### src/hdl/aiatm_map.svh
/*
  Register offsets, field positions, reset values and timing constants
  of the analog input alarm and trip monitor.
  Assumes a 10 MHz system clock and a byte-addressed 32-bit register port.
*/
`ifndef AIATM_MAP_SVH
`define AIATM_MAP_SVH

// Register byte offsets
`define AIATM_OFF_ELEM_BASE   8'h00  // Level at +0, delay at +4, 8 per element
`define AIATM_OFF_GRACE_LO    8'h20
`define AIATM_OFF_GRACE_HI    8'h24
`define AIATM_OFF_MIN_SCALE   8'h28
`define AIATM_OFF_MAX_SCALE   8'h2C
`define AIATM_OFF_STATUS      8'h30
`define AIATM_OFF_SCALED      8'h34
`define AIATM_OFF_TRIP_CLR    8'h38

// Status field positions
`define AIATM_ST_ALARM_LO     0
`define AIATM_ST_ALARM_HI     1
`define AIATM_ST_TRIP_LO      2
`define AIATM_ST_TRIP_HI      3
`define AIATM_ST_GRACE_LO     4
`define AIATM_ST_GRACE_HI     5

// Reset values
`define AIATM_RST_LEVEL       15'h0000  // Level 0 means off
`define AIATM_RST_DELAY       10'h0005  // 5 s, delay 0 means off
`define AIATM_RST_GRACE       10'h0005  // 5 s
`define AIATM_GRACE_OFF       10'h03FF  // Start grace disabled
`define AIATM_RST_MIN_SCALE   15'h0000
`define AIATM_RST_MAX_SCALE   15'h03E8  // 1000

// Loop code: 0 at 4 mA, 4096 at 20 mA
`define AIATM_CODE_FULL       13'h1000
`define AIATM_CODE_SHIFT      12

// Timebase
`define AIATM_CLK_PERIOD_NS   100
`define AIATM_SECOND_NS       1000000000
`define AIATM_SECOND_CYCLES   (`AIATM_SECOND_NS / `AIATM_CLK_PERIOD_NS)

`endif

### src/hdl/aiatm_pkg.sv
/*
  Types shared by the analog input alarm and trip monitor.
  Assumes nothing beyond a SystemVerilog compiler.
*/
`default_nettype none

package aiatm_pkg;
  typedef logic [14:0] aiatm_level_t;    // Scaled value or threshold
  typedef logic [9:0]  aiatm_seconds_t;  // Delay or grace in seconds
  typedef enum logic [1:0] {
    AIATM_ALARM_LO,
    AIATM_ALARM_HI,
    AIATM_TRIP_LO,
    AIATM_TRIP_HI
  } aiatm_elem_e;
endpackage

`default_nettype wire

### src/hdl/aiatm_monitor.sv
/*
  Analog input alarm and trip monitor: scales the 4 to 20 mA loop code,
  checks it against two alarm and two trip thresholds with qualifying
  delays, and applies a start grace window to each trip threshold.
  Assumes loop code, start and running inputs synchronous to clock_i.
*/
// Added by the designer: the address-and-strobe port and the register offsets.
`include "aiatm_map.svh"
`default_nettype none

module aiatm_monitor #(
  parameter int TICK_CYCLES = `AIATM_SECOND_CYCLES
) (
  // Clock and reset
  input  wire logic        clock_i,
  input  wire logic        resetn_i,
  // Register port
  input  wire logic [7:0]  addr_i,
  input  wire logic [31:0] wdata_i,
  input  wire logic        write_i,
  input  wire logic        read_i,
  output logic      [31:0] rdata_o,
  // Transducer loop and motor state
  input  wire logic [12:0] loop_code_i,
  input  wire logic        motor_start_i,
  input  wire logic        motor_running_i,
  // Events to motor control
  output logic             alarm_low_o,
  output logic             alarm_high_o,
  output logic             trip_low_o,
  output logic             trip_high_o
);
  aiatm_pkg::aiatm_level_t   level_q [4];
  aiatm_pkg::aiatm_seconds_t delay_q [4];
  aiatm_pkg::aiatm_seconds_t grace_q [2];
  aiatm_pkg::aiatm_level_t   min_scale_q;
  aiatm_pkg::aiatm_level_t   max_scale_q;
  aiatm_pkg::aiatm_level_t   scaled_q;
  aiatm_pkg::aiatm_seconds_t grace_cnt_q [2];
  logic [1:0]                grace_win_q;
  logic [1:0]                trip_q;
  logic [1:0]                trip_set;
  logic [3:0]                cond;
  logic [3:0]                elem_en;
  logic [3:0]                qualified;
  logic [23:0]               tick_cnt_q;
  logic                      tick_q;

  // True when the address selects element n's level or delay word
  function automatic logic elem_hit(input logic [7:0] a, input int n,
                                    input logic dly);
    return a == (`AIATM_OFF_ELEM_BASE + 8'(8 * n) + (dly ? 8'h04 : 8'h00));
  endfunction

  // One-second tick divider
  always_ff @(posedge clock_i) begin
    if (!resetn_i) begin
      tick_cnt_q <= '0;
      tick_q     <= 1'b0;
    end else if (tick_cnt_q == 24'(TICK_CYCLES - 1)) begin
      tick_cnt_q <= '0;
      tick_q     <= 1'b1;
    end else begin
      tick_cnt_q <= tick_cnt_q + 24'h00_0001;
      tick_q     <= 1'b0;
    end
  end

  // Setpoint writes
  always_ff @(posedge clock_i) begin
    if (!resetn_i) begin
      for (int n = 0; n < 4; n++) begin
        level_q[n] <= `AIATM_RST_LEVEL;
        delay_q[n] <= `AIATM_RST_DELAY;
      end
      grace_q[0]  <= `AIATM_RST_GRACE;
      grace_q[1]  <= `AIATM_RST_GRACE;
      min_scale_q <= `AIATM_RST_MIN_SCALE;
      max_scale_q <= `AIATM_RST_MAX_SCALE;
    end else if (write_i) begin
      for (int n = 0; n < 4; n++) begin
        if (elem_hit(addr_i, n, 1'b0)) begin
          level_q[n] <= wdata_i[14:0];
        end else if (elem_hit(addr_i, n, 1'b1)) begin
          delay_q[n] <= wdata_i[9:0];
        end
      end
      if (addr_i == `AIATM_OFF_GRACE_LO) begin
        grace_q[0] <= wdata_i[9:0];
      end else if (addr_i == `AIATM_OFF_GRACE_HI) begin
        grace_q[1] <= wdata_i[9:0];
      end else if (addr_i == `AIATM_OFF_MIN_SCALE) begin
        min_scale_q <= wdata_i[14:0];
      end else if (addr_i == `AIATM_OFF_MAX_SCALE) begin
        max_scale_q <= wdata_i[14:0];
      end
    end
  end

  // Read data, one cycle after the strobe; unmapped reads return zero
  always_ff @(posedge clock_i) begin
    if (!resetn_i) begin
      rdata_o <= '0;
    end else if (read_i) begin
      rdata_o <= '0;
      for (int n = 0; n < 4; n++) begin
        if (elem_hit(addr_i, n, 1'b0)) begin
          rdata_o <= {17'h0_0000, level_q[n]};
        end else if (elem_hit(addr_i, n, 1'b1)) begin
          rdata_o <= {22'h00_0000, delay_q[n]};
        end
      end
      if (addr_i == `AIATM_OFF_GRACE_LO) begin
        rdata_o <= {22'h00_0000, grace_q[0]};
      end else if (addr_i == `AIATM_OFF_GRACE_HI) begin
        rdata_o <= {22'h00_0000, grace_q[1]};
      end else if (addr_i == `AIATM_OFF_MIN_SCALE) begin
        rdata_o <= {17'h0_0000, min_scale_q};
      end else if (addr_i == `AIATM_OFF_MAX_SCALE) begin
        rdata_o <= {17'h0_0000, max_scale_q};
      end else if (addr_i == `AIATM_OFF_STATUS) begin
        rdata_o <= {26'h000_0000, grace_win_q, trip_q,
                    alarm_high_o, alarm_low_o};
      end else if (addr_i == `AIATM_OFF_SCALED) begin
        rdata_o <= {17'h0_0000, scaled_q};
      end
    end
  end

  // Linear scaling of the loop code between the scale endpoints
  always_ff @(posedge clock_i) begin
    logic [12:0] code;
    logic [14:0] span;
    logic [27:0] prod;
    code = '0;
    span = '0;
    prod = '0;
    if (!resetn_i) begin
      scaled_q <= '0;
    end else begin
      code = (loop_code_i > `AIATM_CODE_FULL) ? `AIATM_CODE_FULL
                                               : loop_code_i;
      span = (max_scale_q > min_scale_q) ? max_scale_q - min_scale_q
                                         : 15'h0000;
      prod = 28'(code) * 28'(span);
      scaled_q <= min_scale_q + prod[`AIATM_CODE_SHIFT +: 15];
    end
  end

  // Threshold conditions; level zero keeps the element inactive
  assign cond[0] = (level_q[0] != '0) && (scaled_q < level_q[0]);
  assign cond[1] = (level_q[1] != '0) && (scaled_q > level_q[1]);
  assign cond[2] = (level_q[2] != '0) && (scaled_q < level_q[2]);
  assign cond[3] = (level_q[3] != '0) && (scaled_q > level_q[3]);

  // Alarms always armed; trips armed with grace off, or while running outside the window
  assign elem_en[0] = 1'b1;
  assign elem_en[1] = 1'b1;

  // Per-element qualifying delay timers
  genvar g;
  generate
    for (g = 0; g < 4; g++) begin : g_elem
      aiatm_qual_timer #(.W(10)) u_timer (
        .clock_i     (clock_i),
        .resetn_i    (resetn_i),
        .tick_i      (tick_q),
        .enable_i    (elem_en[g]),
        .cond_i      (cond[g]),
        .delay_i     (delay_q[g]),
        .qualified_o (qualified[g])
      );
    end
  endgenerate

  // Start grace window for each trip threshold
  generate
    for (g = 0; g < 2; g++) begin : g_grace
      logic grace_off;
      logic unhealthy;
      assign grace_off  = grace_q[g] == `AIATM_GRACE_OFF;
      assign unhealthy  = cond[g + 2];
      assign elem_en[g + 2] = grace_off ||
                              (motor_running_i && !grace_win_q[g]);

      always_ff @(posedge clock_i) begin
        if (!resetn_i) begin
          grace_win_q[g] <= 1'b0;
          grace_cnt_q[g] <= '0;
          trip_set[g]    <= 1'b0;
        end else begin
          trip_set[g] <= 1'b0;
          if (grace_off) begin
            grace_win_q[g] <= 1'b0;
          end else if (motor_start_i) begin
            grace_cnt_q[g] <= '0;
            if (grace_q[g] == '0) begin
              grace_win_q[g] <= 1'b0;
              trip_set[g]    <= unhealthy;
            end else begin
              grace_win_q[g] <= 1'b1;
            end
          end else if (grace_win_q[g]) begin
            if (!unhealthy) begin
              grace_win_q[g] <= 1'b0;
            end else if (tick_q) begin
              grace_cnt_q[g] <= grace_cnt_q[g] + 10'h001;
              if (grace_cnt_q[g] + 10'h001 >= grace_q[g]) begin
                grace_win_q[g] <= 1'b0;
                trip_set[g]    <= 1'b1;
              end
            end
          end
        end
      end
    end
  endgenerate

  // Latched trips, cleared by writing ones; a new trip wins over a clear
  always_ff @(posedge clock_i) begin
    logic [1:0] clr;
    logic [1:0] set;
    clr = '0;
    set = '0;
    if (!resetn_i) begin
      trip_q <= '0;
    end else begin
      if (write_i && addr_i == `AIATM_OFF_TRIP_CLR) begin
        clr = wdata_i[1:0];
      end
      set = trip_set | qualified[3:2];
      trip_q <= (trip_q & ~clr) | set;
    end
  end

  // Registered event outputs
  always_ff @(posedge clock_i) begin
    if (!resetn_i) begin
      alarm_low_o  <= 1'b0;
      alarm_high_o <= 1'b0;
      trip_low_o   <= 1'b0;
      trip_high_o  <= 1'b0;
    end else begin
      alarm_low_o  <= qualified[0];
      alarm_high_o <= qualified[1];
      trip_low_o   <= trip_q[0];
      trip_high_o  <= trip_q[1];
    end
  end
endmodule

`default_nettype wire

### src/hdl/aiatm_qual_timer.sv
/*
  Qualifying delay timer for one threshold element.
  Assumes a one-cycle tick once per second from the parent.
*/
`default_nettype none

module aiatm_qual_timer #(
  parameter int W = 10
) (
  // Clock and reset
  input  wire logic         clock_i,
  input  wire logic         resetn_i,
  // Timebase and condition
  input  wire logic         tick_i,
  input  wire logic         enable_i,
  input  wire logic         cond_i,
  input  wire logic [W-1:0] delay_i,
  // Result
  output logic              qualified_o
);
  logic [W-1:0] count_q;
  logic         active;

  // Condition counts only while enabled and delay not off
  assign active = enable_i && cond_i && (delay_i != '0);

  // Seconds spent continuously in the condition, restart on a break
  always_ff @(posedge clock_i) begin
    if (!resetn_i) begin
      count_q <= '0;
    end else if (!active) begin
      count_q <= '0;
    end else if (tick_i && count_q < delay_i) begin
      count_q <= count_q + W'(1);
    end
  end

  assign qualified_o = active && (count_q >= delay_i);
endmodule

`default_nettype wire

### config.mk
export PLATFORM = sky130hd
export DESIGN_NAME = aiatm_monitor
export DESIGN_NICKNAME = d
export VERILOG_FILES = /design/src/hdl/aiatm_pkg.sv /design/src/hdl/aiatm_monitor.sv /design/src/hdl/aiatm_qual_timer.sv
export VERILOG_INCLUDE_DIRS = /design/src /design/src/hdl
export SDC_FILE = /design/constraint.sdc
export NUM_CORES = 1
export LEC_CHECK = 0
export BUFFER_PORTS_ARGS = -buffer_cell sky130_fd_sc_hd__buf_2
export CAP_MARGIN = 20
export CORE_ASPECT_RATIO = 0.7
export CORE_MARGIN = 1
export CORE_UTILIZATION = 35
export CTS_BUF_LIST = sky130_fd_sc_hd__clkbuf_16
export CTS_CLUSTER_DIAMETER = 120
export DETAILED_ROUTE_END_ITERATION = 8
export MAX_ROUTING_LAYER = met4
export SLEW_MARGIN = 20
export SYNTH_ARGS = -nofsm -noshare
export SYNTH_HDL_FRONTEND = slang
export SYNTH_SLANG_ARGS = --single-unit
### constraint.sdc
create_clock -name clock_i -period 11.35 [get_ports clock_i]
set_clock_uncertainty 0.1 [all_clocks]
set_input_delay 1.135 -clock clock_i [delete_from_list [all_inputs] [get_ports clock_i]]
set_output_delay 1.135 -clock clock_i [all_outputs]
set_load 0.005 [all_outputs]
======== After elaboration in Yosys (flattened, before gate mapping) ========
Memories as Yosys holds them, arrays and structs flattened.
Cells that the tools add are included.
storage, ports and cells
  memory bits (read-only) ................. 0
  logic and storage cells ................. 256
  output and inout port bits .............. 36
  register bits after elaboration ......... 152
  bits in writable memories ............... 140
  memories kept ........................... 4
  bits in latches ......................... 0
cells by class
  multiplexer cells ....................... 123
  equality and inequality tests ........... 17
  div/mod/pow operators ................... 0
  shift-type cells ........................ 0
  multipliers ............................. 1
  bitwise logic cells ..................... 22
  reduce and logical (&&, ||, !) cells .... 45
  magnitude comparators ................... 16
  add/subtract/negate cells ............... 9
memories
  name         depth  width  read ports  clocked after memory_dff  write ports  RTL line             source
  level_q      4      15     4           0                         4            aiatm_monitor.sv:33  aiatm_pkg::aiatm_level_t level_q [4];
  delay_q      4      10     4           0                         4            aiatm_monitor.sv:34  aiatm_pkg::aiatm_seconds_t delay_q [4];
  grace_cnt_q  2      10     2           0                         2            aiatm_monitor.sv:39  aiatm_pkg::aiatm_seconds_t grace_cnt_q [2];
  grace_q      2      10     2           0                         2            aiatm_monitor.sv:35  aiatm_pkg::aiatm_seconds_t grace_q [2];
operators with widths
  kind                                                                   count
  32-bit 2-to-1 mux                                                      12
  10-bit 2-to-1 mux                                                      11
  1-bit 2-to-1 mux                                                       91
  15-bit 2-to-1 mux                                                      6
  10-bit by 1-bit adder with 10-bit output, second input constant        6
  10-bit greater-or-equal comparator                                     6
  15-bit nonzero test                                                    4
  8-bit by 6-bit equality test with 1-bit output, second input constant  7
  15-bit greater-than comparator                                         3
  10-bit < comparator                                                    4
  10-bit nonzero test                                                    4
  8-bit by 5-bit equality test with 1-bit output, second input constant  4
  15-bit < comparator                                                    2
  13-bit by 15-bit multiplier with 27-bit output                         1
  24-bit by 1-bit adder with 24-bit output, second input constant        1
  24-bit equality test, second input constant                            1
  1-bit logical AND                                                      21
  10-bit equality test, second input constant                            2
  10-bit logical NOT                                                     2
  8-bit by 4-bit equality test with 1-bit output, second input constant  2
  15-bit adder                                                           1
  15-bit subtractor                                                      1
  1-bit OR                                                               14
  13-bit greater-than comparator, second input constant                  1
  14 further kinds                                                       26

======== Longest topological paths before layout ========
  word-level depth ........................ 15
  mapped depth ............................ 40
  mapped depth without buffers ............ 39

======== Modules after synthesis ========
A second synthesis with hierarchy kept.
unflattened totals
  cell total of the unflattened synthesis .. 2592
  area total of the unflattened synthesis .. 22984.5 sq um
by module, submodules not included
  module            cells each  instances  area an instance (sq um)
  aiatm_monitor     2192        1          19901.6
  aiatm_qual_timer  100         4          770.7

======== Worst setup path before layout ========
Ideal clock, no wire load.
  path kind ............................... register to register
  start ................................... register min_scale_q[1]
  end ..................................... register scaled_q[14]
  stages on the path, launching flop included .. 39
  setup time .............................. 0.115 ns
  arrival time ............................ 8.584 ns
  buffers on the path ..................... 2
  setup slack ............................. 2.551 ns
  clock period less this slack ............ 8.799 ns
  path through ............................ dfxtp_1 inv_1 ha_1 nor2b_1 o211ai_1 a21oi_2 a31o_1 o31a_1 clkbuf_1 and2_1 clkbuf_1 nand2_1 fa_1 fa_1 inv_1 fa_1 fa_1 inv_1 (+3 left out) a21o_1 nor3_1 a22o_1 o21ba_1 a41oi_1 o21bai_1 xor2_1 ha_1 or2_2 a21oi_1 o21bai_1 a21oi_1 o21ai_0 a31oi_1 o21ai_0 xnor3_1 xor2_1 and2_1
between the ends
  longest elaborated chain between the ends .. 4
ends and longest elaborated chain
  element                                                              RTL line              source
  start: declaration                                                   aiatm_monitor.sv:36   aiatm_pkg::aiatm_level_t min_scale_q;
  start signal: assignment                                             aiatm_monitor.sv:78   min_scale_q <= `AIATM_RST_MIN_SCALE;
  start signal: assignment                                             aiatm_monitor.sv:93   min_scale_q <= wdata_i[14:0];
  15-bit subtractor or 15-bit greater-than comparator (tied branches)  aiatm_monitor.sv:143  span = (max_scale_q > min_scale_q) ? max_scale_q - min_scale_q
  15-bit 2-to-1 mux                                                    aiatm_monitor.sv:143
  13-bit by 15-bit multiplier with 27-bit output                       aiatm_monitor.sv:145  prod = 28'(code) * 28'(span);
  15-bit adder (*)                                                     aiatm_monitor.sv:146  scaled_q <= min_scale_q + prod[`AIATM_CODE_SHIFT +: 15];
  end signal: assignment                                               aiatm_monitor.sv:146
  end: declaration                                                     aiatm_monitor.sv:38   aiatm_pkg::aiatm_level_t scaled_q;
Mark *: on every way between the ends. The rest lies on a longest branch, timed or not.
A chain may end at the register's enable or synchronous reset.

======== Worst setup path after layout ========
Ends and elaborated chain as after synthesis.

==> results.txt <==
main combinational cell family by area after synthesis: adder cells
VDD IR max: 0.09176 mV
Avg WL per Cell: 19.73 um
delay of the slowest critical-path stage: 0.64 ns
status: completed
Seq/Total Area, Yosys: 30.62%
yosys warns: 0
post-synthesis area per instance: 8.980 um2
Lkg Pwr: 11.00 nW
power density cells: 122.1 nW/um2
post-synthesis cell type count: 72
CTS tree: yes
row cnt: 77
adder-cell area share of the yosys netlist: 25.01%
Net Sw Power: 0.0009990 W
nets: 2969
FF-to-FF path depth: 37
Flop pwr share: 38.8%
WP data required: 11.70 ns
Sw Share: 33.16%
detailed-route via count: 18310
Worst path slowest cell: o31a_1
hold path depth: 1
DRC violations left: 0
Slew @ Worst Pin: 1.138 ns
chip width: 305.4 um
Post-Syn Area: 22560 um2
Synth Area in Simple Gates: 19.74%
max capacitance violation total: 0
WP buf/inv: 5
Routed WL: 67.03 mm
CTS H-tree lvls: 1
crit path DAT: 10.98 ns
io pins: 95
setup TNS: 0 ns
EDFF count, synth: 140
Post-CTS Setup Repair Bufs: 0
clock slew seen by the registers of the worst setup and hold paths: 0.07 ns
FFs w/ async S/R, synth: 0%
Mapped Cells: 2512
Setup Crit Path Kind: flip-flop to flip-flop
final number of setup-violating endpoints: 0
crit end category: flip-flop
crit start category: flip-flop
core area: 63390 um2
Post-Place Worst Slack: 0.8556 ns
Synth Area in XOR/XNOR: 4.449%
Hold Fails Final Rpt: 0
Chip Height: 214.4 um
hold crit path type: flip-flop to flip-flop
initial DRC count: 2081
critical path depth in cells: 37
pin count of the biggest net entering global routing: 77
Final ANT Viol Nets: 0
WHS: 0.3608 ns
Final period util: 93.66%
final slew viol count: 0
vias in the first global route: 18090
Int Power: 0.002014 W
delay-heaviest family, CP: compound AO/OA/AOI/OAI gates
worst setup margin: 0.7197 ns
post-cts hold buffer count: 0
Max-Slew Margin vs Limit: 23.54%
number of port buffers: 60
worst skew pair latency: 0.55 ns
Die Area: 65480 um2
TritonCTS Buffers: 27
GR Util All Layers: 21.00%
Starting Density: 35.58%
Max Freq: 94.07 MHz
Routability Congestion: 0.9637
CTS sink cnt: 275
RSZ-0062 raised after global routing: no
CTS max path bufs: 3
Main synth FF type: edfxtp_1
design area: 24670 um2
Area Growth Syn to Fin: 9.358%
first-pass GRT wire length: 104.0 mm
post-synthesis mux area share: 0.7655%
Synth Register Bits: 275
post_cts resized: 0
Compound-Gate Fraction of Synth Area: 11.57%
Post-DP Area: 23730 um2
Gate power share: 29.4%
vias per cell: 5.387
share of post-route cells with drive strength above 1: 5.339%
post-layout minimum cycle time: 10.63 ns
root buf cell: clkbuf_16
initial antenna violation count: 7
remaining global-route overflow: 0
clock share of power: 31.8%
Pre-Repair DR Iteration Count: 8
worst-path fanout max: 18
Post-DP HPWL: 53.12 mm
kinds of logic after synthesis:
family          count (synthesis)
compound gates                385
simple gates                  902
xor+xnor                      113
buf+inv                       454
fa+ha+maj                     365
flops                         275
other cells                     1
mux                            17
state kept, by name, summed over array words and instances (netlist names), 15 cells and up:
register and cells:
scaled_q 15, rdata_o 15, tick_cnt_q 24, max_scale_q 15
g_elem.u_timer.count_q 40, min_scale_q 15, level_q 60, delay_q 40
grace_q 20, grace_cnt_q 20
worst paths after layout:
| path | from | endpoint | slack, ns |
|---|---|---|---|
| setup / recovery | min_scale_q[1] | scaled_q[14] | 0.72 |
| hold reg to reg | tick_cnt_q[0] | tick_cnt_q[0] | 0.36 |
| hold / removal | tick_cnt_q[0] | tick_cnt_q[0] | 0.36 |
| setup reg to reg | min_scale_q[1] | scaled_q[14] | 0.72 |
metrics by stage:
stage | power (W) | util, % | cells
6_report | 0.003013 | 38.91 | 3398
5_1_grt | 0.003209 | 38.91 | 3398
4_1_cts | 0.003024 | 38.90 | 3395
3_5_place_dp | 0.002061 | 37.43 | 3345
3_3_place_gp | 0.002040 | 37.43 | 3345
2_1_floorplan | 0.001814 | - | 2528
cell usage after synthesis, types with 9 or more instances:
cell / n / share of area, %
o21ai_0: 81 / 1.8
and2_1: 134 / 3.7
nor4_1: 28 / 0.78
nand4_1: 39 / 1.1
a22oi_1: 20 / 0.67
o211ai_1: 9 / 0.30
a21boi_0: 28 / 0.93
and3_1: 29 / 0.80
fa_1: 143 / 13
a21oi_1: 70 / 1.6
nor2_1: 209 / 3.5
nor3_1: 39 / 0.87
mux2i_1: 15 / 0.67
nand2b_1: 30 / 0.83
edfxtp_1: 140 / 19
nand3_1: 64 / 1.4
o22ai_1: 11 / 0.31
a21o_1: 45 / 1.5
a221oi_1: 20 / 0.78
o21a_1: 22 / 0.73
nand2_1: 240 / 4.0
xnor2_1: 70 / 2.7
clkbuf_1: 73 / 1.2
dfxtp_1: 135 / 12
or3_1: 10 / 0.28
ha_1: 222 / 12
inv_1: 355 / 5.9
nor2b_1: 49 / 1.4
xor2_1: 42 / 1.6
a31oi_1: 15 / 0.42
buf_4: 17 / 0.57
power groups by stage:
| stage | registers, W | clock network [W] | logic (W) |
|---|---|---|---|
| 2_1_floorplan | 0.00114 | 0 | 0.000670 |
| 3_3_place_gp | 0.00119 | 0 | 0.000854 |
| 3_5_place_dp | 0.00118 | 0 | 0.000877 |
| 4_1_cts | 0.00116 | 0.000975 | 0.000886 |
| 5_1_grt | 0.00117 | 0.00101 | 0.00103 |
| 6_report | 0.00117 | 0.000959 | 0.000886 |
cell type report:
class                      count  area (um2)
fill                        6380       38730
antenna                        3       7.507
sequential                   275        6907
multi-input combinational   1799       13950
clock inverter                22       230.2
timing repair buffer          87       503.0
clock buffer                  28       700.7
tap                          829        1037
inverter                     355        1333
per-layer routing:
metal,up-vias,wire length [um],track usage (%)
li1,8504,-,-
met1,8922,32040,31.35
met2,779,26240,28.17
met3,101,7167,4.744
met4,0,1579,5.059
met5,-,0,-
placed cells by master (no fill, tap or decap), types with 29 or more instances in the layout:
cell      count
and2_1      134
xor2_1       42
nand2b_1     30
nor2b_1      49
nand4_1      39
nor2_1      208
dfxtp_1     135
a21o_1       45
nor3_1       39
xnor2_1      70
buf_2        60
ha_1        222
and3_1       29
edfxtp_1    140
o21ai_0      78
fa_1        143
inv_1       360
a21oi_1      70
nand2_1     240
nand3_1      64
No activity file was read; power rests on OpenSTA's default activity.
